[config.mk]
export PLATFORM = sky130hd
export DESIGN_NAME = dmc_top
export DESIGN_NICKNAME = d
export VERILOG_FILES = /design/src/verilog/dmc_pkg.sv /design/src/verilog/dmc_wr_if.sv /design/src/verilog/dmc_top.sv /design/src/verilog/dmc_wire3.sv
export SDC_FILE = /design/constraint.sdc
export NUM_CORES = 1
export LEC_CHECK = 0
export ABC_AREA = 0
export BUFFER_PORTS_ARGS = -buffer_cell sky130_fd_sc_hd__buf_4
export CORE_UTILIZATION = 40
export DETAILED_ROUTE_END_ITERATION = 6
export MAX_ROUTING_LAYER = met4
export PLACE_DENSITY_LB_ADDON = 0.05
export RECOVER_POWER = 50
export SYNTH_ARGS = -nofsm -noshare
export SYNTH_HDL_FRONTEND = slang
export SYNTH_HIERARCHICAL = 1
export SYNTH_SLANG_ARGS = --single-unit
[constraint.sdc]
create_clock -name clk_sys -period 6.81 [get_ports clk_sys]
set_input_delay 0.3405 -clock clk_sys [delete_from_list [all_inputs] [get_ports clk_sys]]
set_output_delay 0.3405 -clock clk_sys [all_outputs]
set_load 0.01 [all_outputs]
[src/verilog/dmc_pkg.sv]
// Shared constants, types and helper functions of the converter mode-control block
package dmc_pkg;

  // ---------------------------------------------------------------
  // Zero detection
  // ---------------------------------------------------------------
  localparam logic [10:0] ZERO_SAMPLES = 11'h400; // Sample periods of all-zero data
  localparam logic [10:0] ZERO_CNT_RST = 11'h000;

  // Channel masks, bit i = left of channel i+1, bit 4+i = right of channel i+1
  localparam logic [7:0] MASK_A_FLAG1 = 8'h01;
  localparam logic [7:0] MASK_A_FLAG2 = 8'h10;
  localparam logic [7:0] MASK_B_FLAGS = 8'hff;
  localparam logic [7:0] MASK_C_FLAG1 = 8'h88;
  localparam logic [7:0] MASK_C_FLAG2 = 8'h77;
  localparam logic [7:0] MASK_D_FLAG1 = 8'h11;
  localparam logic [7:0] MASK_D_FLAG2 = 8'hee;

  // ---------------------------------------------------------------
  // Control ports
  // ---------------------------------------------------------------
  localparam logic [6:0] REG_BASE = 7'h40; // Lowest defined register
  localparam logic [6:0] REG_TOP = 7'h4f; // Highest defined register
  localparam logic [3:0] W3_FIRST_LAST = 4'hf; // Index of last bit of the 16-bit word
  localparam logic [3:0] W3_NEXT_LAST = 4'h7; // Index of last bit of a burst byte
  localparam logic [2:0] I2C_BYTE_LAST = 3'h7; // Index of last bit of a byte

  // ---------------------------------------------------------------
  // Enumerations
  // ---------------------------------------------------------------
  typedef enum logic [1:0] {
    MODE_I2C = 2'b00,
    MODE_PAR = 2'b01,
    MODE_W3 = 2'b10
  } dmc_mode_e;

  typedef enum logic [1:0] {
    COMB_A = 2'b00,
    COMB_B = 2'b01,
    COMB_C = 2'b10,
    COMB_D = 2'b11
  } dmc_comb_e;

  typedef enum logic [2:0] {
    I2C_IDLE = 3'b000,
    I2C_ADDR = 3'b001,
    I2C_REG = 3'b010,
    I2C_DATA = 3'b011,
    I2C_ACK = 3'b100,
    I2C_SKIP = 3'b101
  } dmc_i2c_e;

  // ---------------------------------------------------------------
  // State records
  // ---------------------------------------------------------------
  typedef struct packed {
    logic sclk_q;
    logic sel_q;
    logic [3:0] nbits;
    logic first;
    logic bad;
    logic [15:0] sh;
    logic pend;
    logic [6:0] paddr;
    logic [7:0] pdata;
    logic valid;
    logic [6:0] addr;
    logic [7:0] data;
  } dmc_w3_s;

  typedef struct packed {
    logic [4:0] s1;
    logic [4:0] s2;
    logic [1:0] m1;
    logic [1:0] m2;
    logic mode_ok;
    dmc_mode_e mode;
    logic [10:0] cnt_a;
    logic [10:0] cnt_b;
    logic fa;
    logic fb;
    logic za;
    logic zb;
    logic centre;
    logic pd;
    logic ms_oe;
    logic tst;
    logic deemph;
    logic tdm;
    logic scl_q;
    logic sda_q;
    dmc_i2c_e ist;
    dmc_i2c_e after;
    logic [2:0] bcnt;
    logic bdone;
    logic [7:0] sh;
    logic [6:0] idx;
    logic sda_oe;
    logic wr;
    logic [6:0] wa;
    logic [7:0] wd;
  } dmc_top_s;

  // ---------------------------------------------------------------
  // Helper functions
  // ---------------------------------------------------------------
  // Channels watched by one flag under a given assignment
  function automatic logic [7:0] chan_mask(input dmc_comb_e comb, input logic second);
    case (comb)
      COMB_A: chan_mask = second ? MASK_A_FLAG2 : MASK_A_FLAG1;
      COMB_B: chan_mask = MASK_B_FLAGS;
      COMB_C: chan_mask = second ? MASK_C_FLAG2 : MASK_C_FLAG1;
      COMB_D: chan_mask = second ? MASK_D_FLAG2 : MASK_D_FLAG1;
      default: chan_mask = MASK_B_FLAGS;
    endcase
  endfunction

  // Zero-run counter step, saturating at the detection count
  function automatic logic [10:0] zero_step(input logic [10:0] cnt, input logic tick,
                                            input logic nz, input logic w32);
    if (nz || w32) begin
      zero_step = ZERO_CNT_RST;
    end else if (tick && (cnt != ZERO_SAMPLES)) begin
      zero_step = cnt + 11'h001;
    end else begin
      zero_step = cnt;
    end
  endfunction

  // Register address is one of the defined registers
  function automatic logic reg_ok(input logic [6:0] a);
    reg_ok = (a >= REG_BASE) && (a <= REG_TOP);
  endfunction

  // Next register index of a burst, wrapping top to base
  function automatic logic [6:0] next_idx(input logic [6:0] a);
    next_idx = (a == REG_TOP) ? REG_BASE : 7'(a + 7'h01);
  endfunction

endpackage

[src/verilog/dmc_wr_if.sv]
// Register write carrier between the three-wire receiver and the top module
interface dmc_wr_if;
  logic valid;
  logic [6:0] addr;
  logic [7:0] data;

  modport src(output valid, output addr, output data);
  modport dst(input valid, input addr, input data);
endinterface
[src/verilog/dmc_top.sv]
// Mode control, zero flags and analog mute logic of the eight-channel converter
// How it works
// - Flag asserts after its channels stay all zero for 1024 sample periods.
// - Any nonzero bit on an assigned channel drops the flag at once.
// - Zero detection runs for 16/20/24-bit words, never for 32-bit words.
// - Flag polarity is invertible; reset default is active high.
// - Four selectable channel assignments for the two flags.
// - Parallel hardware mode forces assignment A.
// - Mute input low forces converter outputs to centre level.
// - Open-drain mute status goes low whenever internal mute is active.
// - Mute input low overrides and ignores power-down settings.
// - Three-state strap picks two-wire, parallel or three-wire control.
// - Strap is captured only at reset release; later changes ignored.
// - Mode remaps four shared pins to their interface roles.
// - Parallel mode: de-emphasis pin high enables de-emphasis on all channels.
// - Parallel mode: format pin low selects plain I2S, high selects TDM.
// - Three-wire port is sampled by the system clock; control clock edges are found on synchronised pins.
// - Three-wire word is zero write bit, 7-bit address, 8 data bits.
// - Select low, 16 clocks, select high latches the word.
// - Further 8-clock groups write following registers until select rises.
// - Two-wire port acts only as a slave.
// - Slave address is five fixed bits plus two address pins.
// - Two-wire burst index increments per byte, wrapping top to base.
// - Undefined register addresses are not acknowledged.
module dmc_top #(
  parameter logic [4:0] BUS_ADDR_HI = 5'h0a // Arbitrary fixed upper address bits
) (
  // Clock and reset
  input wire logic clk_sys,
  input wire logic rst,
  // Mode strap sensing
  input wire logic mode_sense_hi,
  input wire logic mode_sense_lo,
  // Shared control pins
  input wire logic pin20_in,
  output logic pin20_out,
  output logic pin20_oe,
  input wire logic pin21_in,
  input wire logic pin22_in,
  input wire logic pin23_in,
  output logic pin23_out,
  output logic pin23_oe,
  // Analog mute
  input wire logic mute_in_n,
  output logic mute_status_n_out,
  output logic mute_status_n_oe,
  input wire logic clk_halt_det,
  input wire logic async_det,
  input wire logic zero_mute_en,
  input wire logic converter_disable_bit,
  input wire logic power_save_bit,
  // Zero detection inputs and settings
  input wire logic sample_tick,
  input wire logic [3:0] nz_left,
  input wire logic [3:0] nz_right,
  input wire logic word_32bit,
  input wire logic [1:0] zero_comb,
  input wire logic zero_pol_inv,
  // Flag and converter outputs
  output logic zero_flag_a,
  output logic zero_flag_b,
  output logic dac_centre,
  output logic dac_power_down,
  output logic deemph_en,
  output logic fmt_tdm,
  output logic [1:0] mode_sel,
  // Register writes
  output logic wr_strobe,
  output logic [6:0] wr_addr,
  output logic [7:0] wr_data
);

  dmc_pkg::dmc_top_s r_reg;
  dmc_pkg::dmc_top_s r_next;
  dmc_wr_if w3_if();
  dmc_pkg::dmc_comb_e comb;
  logic [7:0] nz;
  logic nz_a;
  logic nz_b;
  logic mute_hi;
  logic int_mute;
  logic sda;
  logic scl;
  logic start_c;
  logic stop_c;
  logic scl_rise;
  logic scl_fall;
  logic ack_ok;

  // ---------------------------------------------------------------
  // Three-wire receiver
  // ---------------------------------------------------------------
  dmc_wire3 u_wire3 (
    .clk_sys(clk_sys),
    .rst(rst),
    .enable(r_reg.mode_ok && (r_reg.mode == dmc_pkg::MODE_W3)),
    .sclk(r_reg.s2[1]),
    .sdata(r_reg.s2[0]),
    .sel_n(r_reg.s2[2]),
    .wr(w3_if.src)
  );

  // ---------------------------------------------------------------
  // Synchronised pin views and derived terms
  // ---------------------------------------------------------------
  assign sda = r_reg.s2[0];
  assign scl = r_reg.s2[1];
  assign mute_hi = r_reg.s2[4];
  assign start_c = scl && r_reg.scl_q && r_reg.sda_q && !sda;
  assign stop_c = scl && r_reg.scl_q && !r_reg.sda_q && sda;
  assign scl_rise = scl && !r_reg.scl_q;
  assign scl_fall = !scl && r_reg.scl_q;
  assign comb = (r_reg.mode == dmc_pkg::MODE_PAR) ? dmc_pkg::COMB_A :
                dmc_pkg::dmc_comb_e'(zero_comb);
  assign nz = {nz_right, nz_left};
  assign nz_a = |(nz & dmc_pkg::chan_mask(comb, 1'b0));
  assign nz_b = |(nz & dmc_pkg::chan_mask(comb, 1'b1));
  assign int_mute = clk_halt_det || async_det || converter_disable_bit ||
                    (zero_mute_en && (r_reg.fa || r_reg.fb));

  // Ack decision for the byte just completed on the two-wire bus
  always_comb begin
    ack_ok = 1'b0;
    case (r_reg.ist)
      dmc_pkg::I2C_ADDR: ack_ok = (r_reg.sh == {BUS_ADDR_HI, r_reg.s2[3], r_reg.s2[2], 1'b0});
      dmc_pkg::I2C_REG: ack_ok = dmc_pkg::reg_ok(r_reg.sh[6:0]);
      dmc_pkg::I2C_DATA: ack_ok = 1'b1;
      default: ack_ok = 1'b0;
    endcase
  end

  // Next state of the whole block
  always_comb begin
    r_next = r_reg;
    r_next.s1 = {mute_in_n, pin23_in, pin22_in, pin21_in, pin20_in};
    r_next.s2 = r_reg.s1;
    r_next.m1 = {mode_sense_hi, mode_sense_lo};
    r_next.m2 = r_reg.m1;
    r_next.scl_q = scl;
    r_next.sda_q = sda;
    r_next.wr = 1'b0;
    r_next.tst = 1'b0;
    // Strap capture once after reset release
    if (!r_reg.mode_ok) begin
      r_next.mode_ok = 1'b1;
      if (r_reg.m2 == 2'b10) begin
        r_next.mode = dmc_pkg::MODE_W3;
      end else if (r_reg.m2 == 2'b01) begin
        r_next.mode = dmc_pkg::MODE_I2C;
      end else begin
        r_next.mode = dmc_pkg::MODE_PAR;
      end
    end
    // Zero-run counters and flags
    r_next.cnt_a = dmc_pkg::zero_step(r_reg.cnt_a, sample_tick, nz_a, word_32bit);
    r_next.cnt_b = dmc_pkg::zero_step(r_reg.cnt_b, sample_tick, nz_b, word_32bit);
    r_next.fa = (r_next.cnt_a == dmc_pkg::ZERO_SAMPLES);
    r_next.fb = (r_next.cnt_b == dmc_pkg::ZERO_SAMPLES);
    r_next.za = r_next.fa ^ zero_pol_inv;
    r_next.zb = r_next.fb ^ zero_pol_inv;
    // Mute and power-down; mute input wins over power-down
    r_next.centre = !mute_hi || int_mute;
    r_next.pd = mute_hi && (converter_disable_bit || !power_save_bit);
    r_next.ms_oe = int_mute;
    // Parallel pin functions
    r_next.deemph = (r_reg.mode == dmc_pkg::MODE_PAR) && r_reg.s2[0];
    r_next.tdm = (r_reg.mode == dmc_pkg::MODE_PAR) && r_reg.s2[1];
    // Three-wire writes
    if (w3_if.valid) begin
      r_next.wr = 1'b1;
      r_next.wa = w3_if.addr;
      r_next.wd = w3_if.data;
    end
    // Two-wire slave receiver, never drives the clock
    if (!r_reg.mode_ok || (r_reg.mode != dmc_pkg::MODE_I2C)) begin
      r_next.ist = dmc_pkg::I2C_IDLE;
      r_next.sda_oe = 1'b0;
    end else if (start_c) begin
      r_next.ist = dmc_pkg::I2C_ADDR;
      r_next.bcnt = 3'h0;
      r_next.bdone = 1'b0;
      r_next.sda_oe = 1'b0;
    end else if (stop_c) begin
      r_next.ist = dmc_pkg::I2C_IDLE;
      r_next.sda_oe = 1'b0;
    end else begin
      case (r_reg.ist)
        dmc_pkg::I2C_ADDR, dmc_pkg::I2C_REG, dmc_pkg::I2C_DATA: begin
          if (scl_rise) begin
            r_next.sh = {r_reg.sh[6:0], sda};
            r_next.bcnt = r_reg.bcnt + 3'h1;
            r_next.bdone = (r_reg.bcnt == dmc_pkg::I2C_BYTE_LAST);
          end else if (scl_fall && r_reg.bdone) begin
            r_next.bdone = 1'b0;
            r_next.ist = ack_ok ? dmc_pkg::I2C_ACK : dmc_pkg::I2C_SKIP;
            r_next.sda_oe = ack_ok;
            if (r_reg.ist == dmc_pkg::I2C_ADDR) begin
              r_next.after = dmc_pkg::I2C_REG;
            end else if (r_reg.ist == dmc_pkg::I2C_REG) begin
              r_next.after = dmc_pkg::I2C_DATA;
              r_next.idx = r_reg.sh[6:0];
            end else begin
              r_next.after = dmc_pkg::I2C_DATA;
              r_next.wr = 1'b1;
              r_next.wa = r_reg.idx;
              r_next.wd = r_reg.sh;
              r_next.idx = dmc_pkg::next_idx(r_reg.idx);
            end
          end
        end
        dmc_pkg::I2C_ACK: begin
          if (scl_fall) begin
            r_next.sda_oe = 1'b0;
            r_next.ist = r_reg.after;
            r_next.bcnt = 3'h0;
          end
        end
        dmc_pkg::I2C_SKIP: r_next.sda_oe = 1'b0;
        default: r_next.ist = dmc_pkg::I2C_IDLE;
      endcase
    end
    if (rst) begin
      r_next.mode_ok = 1'b0;
      r_next.mode = dmc_pkg::MODE_PAR;
      r_next.cnt_a = dmc_pkg::ZERO_CNT_RST;
      r_next.cnt_b = dmc_pkg::ZERO_CNT_RST;
      r_next.fa = 1'b0;
      r_next.fb = 1'b0;
      r_next.za = 1'b0;
      r_next.zb = 1'b0;
      r_next.centre = 1'b1;
      r_next.pd = 1'b0;
      r_next.ms_oe = 1'b0;
      r_next.deemph = 1'b0;
      r_next.tdm = 1'b0;
      r_next.scl_q = 1'b1;
      r_next.sda_q = 1'b1;
      r_next.ist = dmc_pkg::I2C_IDLE;
      r_next.after = dmc_pkg::I2C_IDLE;
      r_next.bcnt = 3'h0;
      r_next.bdone = 1'b0;
      r_next.sh = 8'h00;
      r_next.idx = dmc_pkg::REG_BASE;
      r_next.sda_oe = 1'b0;
      r_next.wr = 1'b0;
      r_next.wa = 7'h00;
      r_next.wd = 8'h00;
    end
  end

  // State register; synchronisers run through reset
  always_ff @(posedge clk_sys) begin
    r_reg <= r_next;
  end

  // ---------------------------------------------------------------
  // Outputs
  // ---------------------------------------------------------------
  assign pin20_out = r_reg.tst;
  assign pin20_oe = r_reg.sda_oe;
  assign pin23_out = r_reg.tst;
  assign pin23_oe = r_reg.tst;
  assign mute_status_n_out = r_reg.tst;
  assign mute_status_n_oe = r_reg.ms_oe;
  assign zero_flag_a = r_reg.za;
  assign zero_flag_b = r_reg.zb;
  assign dac_centre = r_reg.centre;
  assign dac_power_down = r_reg.pd;
  assign deemph_en = r_reg.deemph;
  assign fmt_tdm = r_reg.tdm;
  assign mode_sel = r_reg.mode;
  assign wr_strobe = r_reg.wr;
  assign wr_addr = r_reg.wa;
  assign wr_data = r_reg.wd;
endmodule // dmc_top

[src/verilog/dmc_wire3.sv]
// Three-wire write-only control port receiver, sampled by the system clock
module dmc_wire3 (
  // Clock and reset
  input wire logic clk_sys,
  input wire logic rst,
  // Port enable and synchronised pin levels
  input wire logic enable,
  input wire logic sclk,
  input wire logic sdata,
  input wire logic sel_n,
  // Decoded register writes
  dmc_wr_if.src wr
);

  dmc_pkg::dmc_w3_s r_reg;
  dmc_pkg::dmc_w3_s r_next;
  logic sclk_rise;
  logic sel_rise;
  logic sel_fall;

  // ---------------------------------------------------------------
  // Edge detection on the control clock and select
  // ---------------------------------------------------------------
  assign sclk_rise = sclk && !r_reg.sclk_q && !sel_n;
  assign sel_rise = sel_n && !r_reg.sel_q;
  assign sel_fall = !sel_n && r_reg.sel_q;

  // Shift, word framing and burst handling
  always_comb begin
    r_next = r_reg;
    r_next.sclk_q = sclk;
    r_next.sel_q = sel_n;
    r_next.valid = 1'b0;
    if (!enable) begin
      r_next.pend = 1'b0;
      r_next.first = 1'b1;
      r_next.nbits = 4'h0;
    end else if (sel_fall) begin
      r_next.nbits = 4'h0;
      r_next.first = 1'b1;
      r_next.bad = 1'b0;
      r_next.pend = 1'b0;
    end else if (sel_rise) begin
      // Raising select latches the staged word
      r_next.valid = r_reg.pend;
      r_next.addr = r_reg.paddr;
      r_next.data = r_reg.pdata;
      r_next.pend = 1'b0;
    end else if (sclk_rise) begin
      r_next.sh = {r_reg.sh[14:0], sdata}; // MSB first
      r_next.nbits = r_reg.nbits + 4'h1;
      if (r_reg.first && (r_reg.nbits == 4'h0)) begin
        r_next.bad = sdata; // Leading bit must be a zero write bit
      end
      if (r_reg.first && (r_reg.nbits == dmc_pkg::W3_FIRST_LAST)) begin
        r_next.first = 1'b0;
        r_next.nbits = 4'h0;
        r_next.pend = !r_reg.bad;
        r_next.paddr = r_reg.sh[13:7]; // Bit 14 holds the write bit
        r_next.pdata = {r_reg.sh[6:0], sdata};
      end else if (!r_reg.first && (r_reg.nbits == dmc_pkg::W3_NEXT_LAST)) begin
        // Each further byte goes to the next register
        r_next.nbits = 4'h0;
        r_next.valid = r_reg.pend;
        r_next.addr = r_reg.paddr;
        r_next.data = r_reg.pdata;
        r_next.paddr = 7'(r_reg.paddr + 7'h01);
        r_next.pdata = {r_reg.sh[6:0], sdata};
      end
    end
    if (rst) begin
      r_next.nbits = 4'h0;
      r_next.first = 1'b1;
      r_next.bad = 1'b0;
      r_next.pend = 1'b0;
      r_next.valid = 1'b0;
      r_next.sel_q = 1'b1;
      r_next.sclk_q = 1'b0;
    end
  end

  // State register
  always_ff @(posedge clk_sys) begin
    r_reg <= r_next;
  end

  assign wr.valid = r_reg.valid;
  assign wr.addr = r_reg.addr;
  assign wr.data = r_reg.data;
endmodule // dmc_wire3

### Yosys cells after proc, flatten, opt, wreduce, memory -nomap -nowiden

Cells that the tools add are included.

| storage, ports and cells | value |
|---|---|
| flip-flop bits (word level) | 147 |
| input bits | 27 |
| output and inout bits | 30 |
| word-level logic and storage cells | 230 |

| operators by class | value |
|---|---|
| add/subtract/negate cells | 6 |
| magnitude comparators | 2 |
| equality and inequality tests | 35 |
| muxes and demuxes | 56 |
| bitwise gates (word level) | 13 |
| reduce and logical (&&, ||, !) cells | 76 |

Operators with widths:

| kind | count |
|---|---|
| $mux W16 | 10 |
| $mux W31 | 5 |
| $pmux W8 S4 | 2 |
| $mux W49 | 1 |
| $mux W24 | 2 |
| $mux W11 | 4 |
| $reduce_and A4 Y1 | 6 |
| $logic_and A1 B1 Y1 | 23 |
| $add A11 B1 Y11 const B | 2 |
| $eq A11 B11 Y1 const B | 2 |
| $ne A11 B11 Y1 const B | 2 |
| $mux W7 | 3 |
| $reduce_and A5 Y1 | 4 |
| $mux W19 | 1 |
| $mux W17 | 1 |
| $and A8 B8 Y8 | 2 |
| $ne A4 B4 Y1 const B | 4 |
| $reduce_or A8 Y1 | 2 |
| $mux W15 | 1 |
| $add A7 B1 Y7 const B | 2 |
| $logic_not A1 Y1 | 12 |
| $mux W4 | 3 |
| $mux W6 | 2 |
| $mux W1 | 11 |
| 37 further kinds | 81 |

### Depth between registers and ports, before layout

Gate-level depths: netlist (run 1).

| logic depth | value |
|---|---|
| word-level depth | 11 |
| mapped depth | 9 |
| mapped depth without buffers | 9 |

### Cells and area by module

Netlist (run 1), hierarchy kept.

Modules (own cells, without submodules):

| module | instances | cells an instance | area each (um2) | sequential area each (um2) |
|---|---|---|---|---|
| dmc_top | 1 | 509 | 4433.0 | 1821.7 |
| dmc_wire3 | 1 | 176 | 2314.7 | 1521.5 |

### Worst setup path before layout (run 1)

No wires, ideal clock.

| timing path | value |
|---|---|
| kind | register to register |
| from | register u_wire3/r_reg[50] in the netlist's numbering |
| to | register u_wire3/r_reg[16] in the netlist's numbering, enable pin |
| setup time | 406 ps |
| data arrival time | 2188 ps |
| data required time | 6404 ps |
| setup slack | 4216 ps |
| cell stages (with the launch flop) | 7 |
| path through | dfxtp_1 -> ha_1 -> nand2_1 -> a21oi_1 -> clkbuf_1 -> nor2_1 -> nor3_1 |

| between the ends | value |
|---|---|
| longest elaborated chain between the ends | 4 |

Ends and longest elaborated chain:

| element | RTL line | source |
|---|---|---|
| from (decl) | dmc_wire3.sv:15 | `dmc_pkg::dmc_w3_s r_reg;` |
| from (signal assigned) | dmc_wire3.sv:84 | `r_reg <= r_next;` |
| $eq A4 B3 Y1 / $eq A4 B4 Y1 (equally long branches) | dmc_wire3.sv:61, dmc_wire3.sv:55 |  |
| $logic_and A1 B1 Y1, on equally long branches | dmc_wire3.sv:61, dmc_wire3.sv:55 |  |
| $ne A6 B6 Y1 (no line) (*) | n/a |  |
| $reduce_and A5 Y1 (no line) (*) | n/a |  |

Every way passes the cells marked *; elsewhere a longest branch is shown, timed or not.
A chain may end at the register's enable or synchronous reset.

==> results.toml, run 1 <==
[final_layout]
n_antenna_cell = 0
layout.cells.non_filler = 931
nNetsFinal = 743
layout_common_cells = "101 x dfxtp_1, 64 x nor2_1, 44 x edfxtp_1"
syn_to_final_growth_pct = 12.39
fillers = 1617
layout_commonest_cell = "dfxtp_1"
regArea_sq_um = 3343
multi_input_area_sq_um = 2925
fin_util_pct = 45.89
largest_register_ffs = 57
drive_above_1_share_pct = 10.69

[global_route]
antenna_found_initial = 0
grt_max_degree = 52
grt_pass1_wl_mm = 23.36
grtUsageTotal_pct = 17.63
overflow = 0
grt_pass1_vias = 4516

[cts]
htree_num_levels = 4
post_cts_buffers = 0
path_clk_slew_ps = 70
root_buffer = "clkbuf_16"
cts_inserted_buffers = 17
insertion_delay_ps = 430
clock_sinks = 145
cts_hold_buf = 0
cts_tree = "yes"
post_cts_resized = 0
cts_buffer_depth = 2

[synthesis]
synthesis.area_sq_um = 6748
yosysUniqueCellTypes = 68
seq_area_frac_synth_pct = 49.55
synth_area_leaders = "dfxtp_1 30%, edfxtp_1 20%, buf_4 4.0%"
syn_inst = 685
synthFlopType = "dfxtp_1"
synth_edf_count = 44
ys.warnings.count = 6
async_reset_ff_share_pct = 0
synth_top_cell_by_area = "dfxtp_1"
synth-seq-cells = 145
synth_top_area_share_pct = 29.96
avgSynthCellArea_sq_um = 9.851

[power_and_ir_drop]
power.leakage_nw = 2.650
ir_drop_v = 0.0002059
combPwrFrac_pct = 3.3
clock_power_share_pct = 49.3
power_density_nw_per_um2 = 250.7
switching_share_pct = 23.74
p_sw_mw = 0.4513
pwr-share-seq_pct = 47.4
p_int_mw = 1.450

[drt]
vias = 4708
ant_nets = 0
dr.pass1.iters = 4
routedWlPerCell_microns = 15.01
drt_iter0_drc = 310
via_per_inst = 5.057
post-route-drc-count = 0
routed_wl_mm = 13.98

[worst_hold_path]
whs_path_depth = 1
min-delay-path-class = "input port to flop"
min_from = "mode_sense_lo"
hold_end = "r_next[79]"

[setup_path]
worst_setup_path_end_kind = "flop"
r2r_setup_slack_ps = 3880
cp-start-kind = "input port"
ff2ff_path_depth = 3
cp_max_fo = 51
critPathRequiredTime_ps = 7090
rr_endpoint = "u_wire3/r_reg[21]"
r2r_start = "r_reg[84]"
cp_data_arrival_time_ps = 3790
worstSetupPathType = "input port to flop"

[placed_design]
pre_cts_slack_ps = 4070
hpwl_mm = 9.813
place_congestion = 0.7993
numPlacedInstances = 894
numPortBuffers = 52

[timing]
relSlewSlack_pct = -57.21
min_period_over_period_pct = 51.59
hold_viol_final = 0
setup_tns_ps = 0
finalWorstSetupSlack_ps = 3297
fin_crit_ps = 3513
holdWs_ps = 51.49
fmax_mhz = 284.7
slew_viol_final = 52
fin_worst_skew_ps = 23.42
tightest_slew_ps = 2358
rsz0062_at_grt = "false"
setup_viol = 0

[floorplan]
rows = 47
die_h_microns = 131.9
die_area_sq_um = 17390
start_util_pct = 40.83
ios = 57
die_width_microns = 131.9
core_sq_um = 16520

[status]
outcome = "finished with violations"
violations = "max-capacitance violations, max-slew violations"

[flow_run]
max_cap_violations = 1
## how the worst max path moves through the flow
stage | startpoint | to | cells after the start
5_1_grt | rst | r_reg[59] | 4
4_1_cts | u_wire3/r_reg[50] | u_wire3/r_reg[21] | 5
2_1_floorplan | u_wire3/r_reg[50] | u_wire3/r_reg[16] | 6
3_5_place_dp | u_wire3/r_reg[50] | u_wire3/r_reg[27] | 5
3_3_place_gp | r_reg[84] | wr_addr[0] | 6
6_report | rst | r_reg[68] | 4
## final cells by class
type | instances | area share [%]
clock buffers | 17 | 5.610
clock inverters | 15 | 2.392
repair buffers | 58 | 4.521
well taps | 220 | 3.630
flip-flops and latches | 145 | 44.09
multi-input cells | 452 | 38.57
inverters | 24 | 1.188
## cells in the mapped netlist, types with 7 or more instances
library cell  number
nand2_1           41
o21ai_0           16
ha_1              18
a21oi_1           32
nor3_1            14
nor2b_1           19
and2_1            13
nand2b_1          11
edfxtp_1          44
nand4_1           10
dfxtp_1          101
xnor2_1           19
nor2_1            64
inv_1             23
a211oi_1          19
and3_1             7
nand3_1           34
mux2i_1           21
buf_4             36
xor2_1            17
clkbuf_1          26
## logic make-up after synthesis
family | Yosys count | synth area share (%)
and+or+nand+nor | 267 | 21.40
DFF | 145 | 49.55
AOI/OAI and AO/OA | 105 | 10.48
buffers and inverters | 91 | 7.231
xor gates and xnor gates | 36 | 4.673
muxes | 22 | 3.282
adders and majority gates | 18 | 3.338
other | 1 | 0.05557
## worst max-delay path, stage by stage
cell and delay (ps):
clkbuf_1 1640, clkinv_1 1020, nand2b_1 640, nor2_1 100
## power by group through the flow
stage	combinational [mW]	clock (mW)	sequential, mW
final	0.0627	0.937	0.902
after global routing	0.0699	1.02	0.902
after CTS	0.0646	0.967	0.902
after detailed placement	0.0642	0	0.921
after global placement	0.0631	0	0.921
after floorplan	0.0403	0	0.918
## metrics by stage
step | power, mW | cell area (sq um)
2_1_floorplan | 0.9582 | 6759
3_3_place_gp | 0.9840 | 7044
3_5_place_dp | 0.9854 | 7044
4_1_cts | 1.933 | 7651
5_1_grt | 1.988 | 7584
6_report | 1.901 | 7584
## layer usage
layer	vias up	wire length, microns	GRT usage (%)
li1	2408	-	-
met4	0	127	5.039
met2	80	6117	25.16
met3	8	596	4.844
met5	-	0	-
met1	2212	7134	24.25
Power figures use the tool's default switching activity.
==> run 2, diff against run 1 <==
Clock period 6.81 ns to 3.1 ns, I/O delays scaled along.
==> run 2 against run 1 <==
The run now ends clean. Critical path depth is 4 higher. Die area did not move. Global-route usage decreased by 0.31 points. Sequential share of layout area is 0.39 points lower. Non-clock buffer count grew 11. First-iteration DRC count fell by 25%. Clock power increased by 110%. Critical endpoint is now zero_flag_b. Largest power group unchanged. Highest routed layer unchanged.
==> results.toml, run 2 (synthesis results as in run 1) <==
[status]
outcome = "completed"

[final_layout]
n_antenna_cell = 0
drive_above_1_share_pct = 11.50
layout_commonest_cell = "dfxtp_1"
final_area_sq_um = 7651
nNetsFinal = 754
largest_register_ffs = 57
layout_common_cells = "101 x dfxtp_1, 64 x nor2_1, 44 x edfxtp_1"
fin_util_pct = 46.30
syn_to_final_growth_pct = 13.39

[flow_run]
max_cap_violations = 0

[floorplan]
die_area_sq_um = 17390
core_sq_um = 16520
die_h_microns = 131.9
ios = 57
die_width_microns = 131.9
rows = 47
start_util_pct = 40.83

[drt]
routedWlPerCell_microns = 14.79
ant_nets = 0
met1Wirelength_mm = 7.024
drt_iter0_drc = 231
top_layer_used = "met4"
routed_wl_mm = 13.93
post-route-drc-count = 0
dr.pass1.iters = 4
vias = 4820
wl_met2_mm = 6.219
via_per_inst = 5.117
wl_met3_microns = 558

[power_and_ir_drop]
power.leakage_nw = 2.691
ir_drop_v = 0.0004518
power_density_nw_per_um2 = 537.5

[cts]
cts_tree = "yes"
path_clk_slew_ps = 60
clock_sinks = 145
root_buffer = "clkbuf_16"
htree_num_levels = 4
cts_buffer_depth = 2
insertion_delay_ps = 430
cts_inserted_buffers = 17

[global_route]
grt_max_degree = 50
grtUsageTotal_pct = 17.32
overflow = 0
grt_pass1_wl_mm = 23.08
grt_pass1_vias = 4640
antenna_found_initial = 0

[timing]
fin_crit_ps = 2597
min_period_over_period_pct = 83.77
rsz0062_at_grt = "false"
hold_viol_final = 0
slew_viol_final = 0
tightest_slew_ps = 1089
fmax_mhz = 385.1
relSlewSlack_pct = 27.22
setup_tns_ps = 0
setup_viol = 0
fin_worst_skew_ps = 7.729

[setup_path]
max_stage_delay_ps = 540
critPathRequiredTime_ps = 3450
crit_chain = "nand2b_1 -> and2_1 -> ha_1 -> o22ai_1 -> nor4_1 -> nand4_1 -> or4_1 -> a21oi_1"
cp_slowest_cell = "or4_1"
cp-start-kind = "flop"
worst_setup_path_end_kind = "flop"
cp_max_fo = 8
cp_data_arrival_time_ps = 2950
worstSetupPathType = "flop to flop"

[worst_hold_path]
min-delay-path-class = "input port to flop"

[placed_design]
hpwl_mm = 9.734
place_congestion = 0.7990
placed_cell_area_sq_um = 7097
numPortBuffers = 52
[run 2: cell types whose count changed in the layout (fill, tap and decap cells not counted), moves of 2 or more]
cell           change
and2_1             +2
buf_4              +4
and2_0             -2
dlygate4sd3_1      +4
[run 2: worst paths after layout]
| check | startpoint | to | slack, ps | cells after the start |
|---|---|---|---|---|
| setup reg to reg | mode_sel[1] | zero_flag_b | 500 | 8 |
| hold reg to reg | r_next[83] | r_reg[83] | 330 | 0 |
| hold / removal | zero_pol_inv | zero_flag_b | 40 | 3 |
| setup / recovery | mode_sel[1] | zero_flag_b | 500 | 8 |
[run 2: what timing repair did]
action	4_1_cts	5_1_grt
hold buffers	9	0
setup endpoints to repair	0	0
resized for setup	0	0
hold endpoints to repair	9	0
buffers inserted	0	0
[run 2: critical path: cells and delay by family, from the launching register on]
kind	cells	cell delay, ps
DFF	1	370
AOI/OAI and AO/OA	2	240
and+or+nand+nor	5	1580
adders and majority gates	1	320
[run 2: cell type report]
class / instances / area, sq um
clock buffer: 17 / 425.4
clock inverter: 15 / 161.4
fill: 1562 / 8874
inverter: 24 / 90.09
multi-input combinational: 452 / 2927
sequential: 145 / 3343
tap: 220 / 275.3
timing repair buffer: 69 / 429.2
[run 2: metal layers]
metal  track usage [%]  up-vias
met1             23.03     2278
met2             25.72       89
met3             4.614       13
li1                  -     2440
met5                 -        -
met4             5.103        0
[run 2: power breakdown]
part | total, mW | switching, mW | internal, mW
clock network | 1.99 | 0.912 | 1.08
registers | 1.98 | 0.0179 | 1.96
logic | 0.142 | 0.0784 | 0.0635
[run 2: metrics by stage]
stage,power (mW),setup slack [ps],instances,hold slack [ps]
final,4.112,503.2,942,36.09
after global routing,4.277,172.9,942,34.07
after CTS,4.186,546.6,942,14.66
after detailed placement,2.164,573.5,901,261.4
after global placement,2.162,671.0,901,260.7
after floorplan,2.105,505.5,688,182.7
